File: config.mk
export PLATFORM = sky130hd
export DESIGN_NAME = aic_ctrl
export DESIGN_NICKNAME = d
export VERILOG_FILES = /design/src/rtl/aic_pkg.sv /design/src/rtl/aic_ctrl.sv /design/src/rtl/aic_prio_enc.sv
export SDC_FILE = /design/constraint.sdc
export NUM_CORES = 1
export LEC_CHECK = 0
export BUFFER_PORTS_ARGS = -buffer_cell sky130_fd_sc_hd__buf_2
export CAP_MARGIN = 5
export CORE_AREA = 3 3 68 70
export CTS_BUF_LIST = sky130_fd_sc_hd__clkbuf_4
export DETAILED_ROUTE_END_ITERATION = 8
export DIE_AREA = 0 0 71 73
export GPL_TIMING_DRIVEN = 0
export PLACE_DENSITY = 0.53
export SLEW_MARGIN = 10
export SYNTH_ARGS = -nofsm -noshare
export SYNTH_HDL_FRONTEND = slang
export SYNTH_HIERARCHICAL = 1
export SYNTH_SLANG_ARGS = --single-unit
export TNS_END_PERCENT = 50
File: constraint.sdc
create_clock -name clk_i -period 3.5 [get_ports clk_i]
set_input_delay 0.7 -clock clk_i [delete_from_list [all_inputs] [get_ports clk_i]]
set_output_delay 0.7 -clock clk_i [all_outputs]
set_load 0.02 [all_outputs]
File: src/rtl/aic_pkg.sv
// package of constants for the auxiliary interrupt controller
package aic_pkg;
   // register addresses on the special function register port
   localparam logic [7:0] POLL_ADDR    = 8'ha4;
   localparam logic [7:0] PENDING_ADDR = 8'ha5;
   localparam logic [7:0] ENABLE_ADDR  = 8'ha6;
   // values after reset
   localparam logic [7:0] ENABLE_RST   = 8'h00;
   localparam logic       SELECT_RST   = 1'b0;
   localparam logic [3:0] INDEX_RST    = 4'h0;
   localparam logic [7:0] RDATA_RST    = 8'h00;
   localparam logic       IRQ_RST      = 1'b0;
   // field positions
   localparam int         SELECT_BIT   = 0;
   localparam int         SRC_SECONDS  = 7;
   localparam int         SRC_SUM      = 6;
   localparam int         SRC_CONV     = 5;
   localparam int         SRC_MSEC     = 4;
   localparam int         SRC_SER_TX   = 3;
   localparam int         SRC_SER_RX   = 2;
   localparam int         SRC_ANALOG   = 1;
   localparam int         SRC_DIGITAL  = 0;
   localparam int         NUM_SRC      = 8;
   // pending index codes
   localparam logic [3:0] IDX_NONE     = 4'h0;
   localparam logic [3:0] IDX_DIGITAL  = 4'h1;
   localparam logic [3:0] IDX_SECONDS  = 4'h8;
   localparam logic [3:0] IDX_UPPER    = 4'h0;
endpackage : aic_pkg

File: src/rtl/aic_ctrl.sv
// auxiliary interrupt controller: enables, read-select views, pending index and request
`timescale 1ns/1ns
module aic_ctrl (
   // clock and reset
   input  wire logic       clk_i,
   input  wire logic       rst_n_i,
   // special function register port
   input  wire logic [7:0] sfr_addr_i,
   input  wire logic       sfr_wr_i,
   input  wire logic       sfr_rd_i,
   input  wire logic [7:0] sfr_wdata_i,
   output logic      [7:0] sfr_rdata_o,
   // raw source levels from the peripherals
   input  wire logic [7:0] aux_src_i,
   // group enable from the extended interrupt control register
   input  wire logic       group_enable_i,
   // request and dispatch index to the core
   output logic            aux_irq_o,
   output logic      [3:0] pending_index_o
);
   // every register of the block lives in this one struct
   typedef struct packed {
      logic [7:0] enable_mask;
      logic       view_swap_select;
      logic [3:0] pending_index_field;
      logic       irq;
      logic [7:0] rdata;
   } aic_state_t;

   aic_state_t st_q;
   aic_state_t st_d;
   logic [3:0] idx_now;
   logic [7:0] pend_en;

   // address match used by both read and write paths
   function automatic logic hit(input logic [7:0] addr, input logic [7:0] reg_addr);
      return addr == reg_addr;
   endfunction : hit

   // sources gated by their enables; bit 2 is whichever serial source exists
   assign pend_en = aux_src_i & st_q.enable_mask;

   // fixed priority picks the lowest enabled source bit
   aic_prio_enc u_enc (
      .pend_i (pend_en),
      .idx_o  (idx_now)
   );

   // next state: register writes, read views, index and request
   always_comb begin
      st_d = st_q;
      // writes to the pending register or to unmapped addresses change nothing
      if (sfr_wr_i && hit(sfr_addr_i, aic_pkg::ENABLE_ADDR)) begin
         st_d.enable_mask = sfr_wdata_i;
      end
      // the poll register keeps only the select bit; its source bits cannot be written
      if (sfr_wr_i && hit(sfr_addr_i, aic_pkg::POLL_ADDR)) begin
         st_d.view_swap_select = sfr_wdata_i[aic_pkg::SELECT_BIT];
      end
      // read data is captured once per strobe and held until the next read
      if (sfr_rd_i) begin
         if (hit(sfr_addr_i, aic_pkg::POLL_ADDR)) begin
            st_d.rdata = st_q.view_swap_select ? aux_src_i : st_q.enable_mask;
         end else if (hit(sfr_addr_i, aic_pkg::ENABLE_ADDR)) begin
            st_d.rdata = st_q.view_swap_select ? st_q.enable_mask : aux_src_i;
         end else if (hit(sfr_addr_i, aic_pkg::PENDING_ADDR)) begin
            st_d.rdata = {aic_pkg::IDX_UPPER, st_q.pending_index_field};
         end else begin
            st_d.rdata = aic_pkg::RDATA_RST;
         end
      end
      // index and request follow the sources every cycle, one cycle behind
      st_d.pending_index_field = idx_now;
      st_d.irq = (idx_now != aic_pkg::IDX_NONE) && group_enable_i;
   end

   // state register
   always_ff @(posedge clk_i or negedge rst_n_i) begin
      if (!rst_n_i) begin
         st_q.enable_mask         <= aic_pkg::ENABLE_RST;
         st_q.view_swap_select    <= aic_pkg::SELECT_RST;
         st_q.pending_index_field <= aic_pkg::INDEX_RST;
         st_q.irq                 <= aic_pkg::IRQ_RST;
         st_q.rdata               <= aic_pkg::RDATA_RST;
      end else begin
         st_q <= st_d;
      end
   end

   // outputs straight from flip-flops
   assign sfr_rdata_o     = st_q.rdata;
   assign aux_irq_o       = st_q.irq;
   assign pending_index_o = st_q.pending_index_field;
endmodule : aic_ctrl

File: src/rtl/aic_prio_enc.sv
// fixed priority encoder from enabled pending sources to an index
`timescale 1ns/1ns
module aic_prio_enc (
   // enabled pending sources
   input  wire logic [7:0] pend_i,
   // index of the winning source
   output logic      [3:0] idx_o
);
   // scan lowest priority first so the lowest bit is the last to win
   always_comb begin
      idx_o = aic_pkg::IDX_NONE;
      for (int i = aic_pkg::NUM_SRC - 1; i >= 0; i--) begin
         if (pend_i[i]) begin
            idx_o = 4'(i + 1);
         end
      end
   end
endmodule : aic_prio_enc

==> reports/qor.yml <==
status: "finished clean"
rrSetupSlack_ns: 1.74
hold_path_class: "in -> async"
max-slew-margin-rel: 0.5728
worst_pin_slew_ns: 0.6319
cts_hold_buffers: 0
use_met1: 0.1775
p_leak_uw: 0.0008454
worst_clock_skew_ns: 0.007769
antenna_left: 0
port_buffers: 40
antenna_cells: 0
whs_ns: 0.3431
nets: 209
cts.sinks: 22
setup_viol: 0
grt_max_degree: 23
clockRootBuffer: "clkbuf_4"
fin_cells: 229
clkTransAtPathRegs_ns: 0.13
vias: 1170
use_met3: 0.01928
clock.fmax_mhz: 554.1
period_needed_ns: 1.805
async_reset_ff_frac: 1.000
syn_nets: 164
drt_first_iter_violations: 42
cts_tree: "built"
synth_xor_area_frac: 0
yosysWarnings: 6
drive_gt1_frac: 0.4190
rsz0062_at_grt: "no"
synth_compound_area_frac: 0.1406
r2r-start: "st_q[13]$_DFFE_PN0P_"
synth_edf_count: 0
ys_seq_elements: 22
r2r-end: "sfr_rdata_o[4]$_DFFE_PN0P_"
area_delta_synth_final_pct: 21.37
synth.distinct_cells: 35
seq_area_um2: 550.5
clock_latency_ns: 0.31
post-route-period-util: 0.5157
place_ws_ns: 1.420
die_h_um: 73
power.density_nw_per_um2: 294.8
reg2reg_depth: 5
grt_usage: 0.1326
tns_ns: 0
vias_per_cell: 5.109
synth-adder-area-share: 0
gp_congestion: 0.7594
ys_seq_area_frac: 0.4070
die_width_um: 71
drcViolationCount: 0
synth_cells: 135
die_area_um2: 5183
netlist_area_um2: 1353
crit_fanout: 7
start_kind: "input pin"
hold_viol_final: 0
htree_levels: 1
synth_top_family_by_area: "simple AND/OR/NAND/NOR gates"
synth.area.mux_share: 0.09713
clk_path_buf_depth: 2
grt_util_met2: 0.2194
synth_flop_cell: "dfrtp_1"
drt_wl_total_um: 3306
ioPinCount: 42
wl_per_cell_um: 14.44
postCtsSetupBuffers: 0
rows: 23
fill_cells: 411
grt-ovfl-total: 0
core_region_area_um2: 4029
arrival_ns: 2.05
final_max_slew_viol_count: 0
antenna_found_initial: 0
placed_cells: 225
avgSynthCellArea_um2: 10.02
start_util: 0.3357
busiest_layer: "met2"
path_class: "in -> reg"
cap_viol_max_count: 0
synthSimpleGateAreaFrac: 0.2350
ir_drop_mv: 0.1217
dp_hpwl_um: 2623
drt_pass1_iterations: 4
cts_buffers: 3
grt_pass1_wl_um: 5444
grt_pass1_vias: 1165
layout_setup_ws_ns: 1.695
multiInputGateArea_um2: 639.4
power_uw: 483.9
crit_path_end_kind: "register"
ctsResizeCount: 0
required_ns: 3.75
## cell families after synthesis
kind of cell | count (synthesis)
simple gates | 47
flops | 22
compound gates | 27
mux | 12
buf+inv | 27
## stage by stage
| stage | cell area (µm²) | util |
|---|---|---|
| 3_5_place_dp | 1615 | 0.4009 |
| 3_3_place_gp | 1615 | 0.4009 |
| 5_1_grt | 1642 | 0.4075 |
| 4_1_cts | 1642 | 0.4075 |
| 6_report | 1642 | 0.4075 |
| 2_1_floorplan | 1353 | - |
## routing by layer
layer | vias up | wire, µm
li1 | 567 | -
met1 | 564 | 1558
met2 | 35 | 1548
met3 | 4 | 158
met4 | 0 | 40
met5 | - | 0
## Yosys cell counts, drive strengths merged, types with 5 or more instances
cell type | n | area share
a21oi | 8 | 0.030
and2 | 8 | 0.037
nor3 | 9 | 0.037
mux2 | 9 | 0.075
nor2 | 7 | 0.019
dfrtp | 22 | 0.41
inv | 10 | 0.028
buf | 15 | 0.087
nor3b | 5 | 0.043
## where the power goes
group	internal, µW	switching, µW
clock	41.6	78.3
sequential	265	7.31
combinational	41.7	49.8
## worst max-delay path, stage by stage
cell and delay (ns):
buf_2 0.14, nor4b_1 0.59, nand4_1 0.29, o2bb2ai_1 0.22, a211o_1 0.11
## final cells by class
type / instances / area share
Buffer: 17 / 0.07622
Multi-Input combinational cell: 86 / 0.3895
Timing Repair Buffer: 40 / 0.1220
Sequential cell: 22 / 0.3354
Clock buffer: 3 / 0.01372
Inverter: 10 / 0.02287
Tap cell: 50 / 0.03811
Clock inverter: 1 / 0.002287
## flip-flops by register name (all words and copies together) (netlist names)
register / cells
st_q: 9
sfr_rdata_o: 8
pending_index_o: 4
aux_irq_o: 1
## how the worst max path moves through the flow
stage / start / endpoint / slack, ns / depth (start not counted)
after global routing: st_q[13]$_DFFE_PN0P_ / sfr_rdata_o[5]$_DFFE_PN0P_ / 1.63 / 5
after global placement: sfr_addr_i[1] / sfr_rdata_o[1]$_DFFE_PN0P_ / 1.45 / 6
after floorplan: sfr_addr_i[0] / sfr_rdata_o[0]$_DFFE_PN0P_ / 1.57 / 6
after CTS: st_q[13]$_DFFE_PN0P_ / sfr_rdata_o[4]$_DFFE_PN0P_ / 1.73 / 5
after detailed placement: sfr_addr_i[1] / sfr_rdata_o[0]$_DFFE_PN0P_ / 1.42 / 6
final: sfr_addr_i[1] / sfr_rdata_o[7]$_DFFE_PN0P_ / 1.70 / 5
## cells in the final DEF, fill, tap and decap left out
cell / instances
o21ai_0: 2
o31ai_1: 1
o41a_1: 1
buf_2: 41
nand3_1: 1
nor2b_1: 1
nor2_1: 7
a211o_1: 4
nand4_1: 3
or4b_4: 1
a21oi_1: 8
and4b_1: 1
nor4bb_1: 1
buf_6: 2
nor3b_1: 1
nor4_2: 1
nor4b_1: 1
dfrtp_1: 22
a22o_1: 4
mux2i_1: 3
nand2b_1: 1
nand4_2: 1
buf_4: 12
o2bb2ai_1: 3
nor3_2: 1
clkinv_1: 1
nor3b_2: 4
nand2_1: 4
o22ai_1: 4
clkbuf_4: 3
clkbuf_1: 2
nor4_1: 1
nor3_1: 8
inv_1: 10
mux2_2: 9
nand4b_1: 1
and2_1: 8
Power figures use the tool's default switching activity.
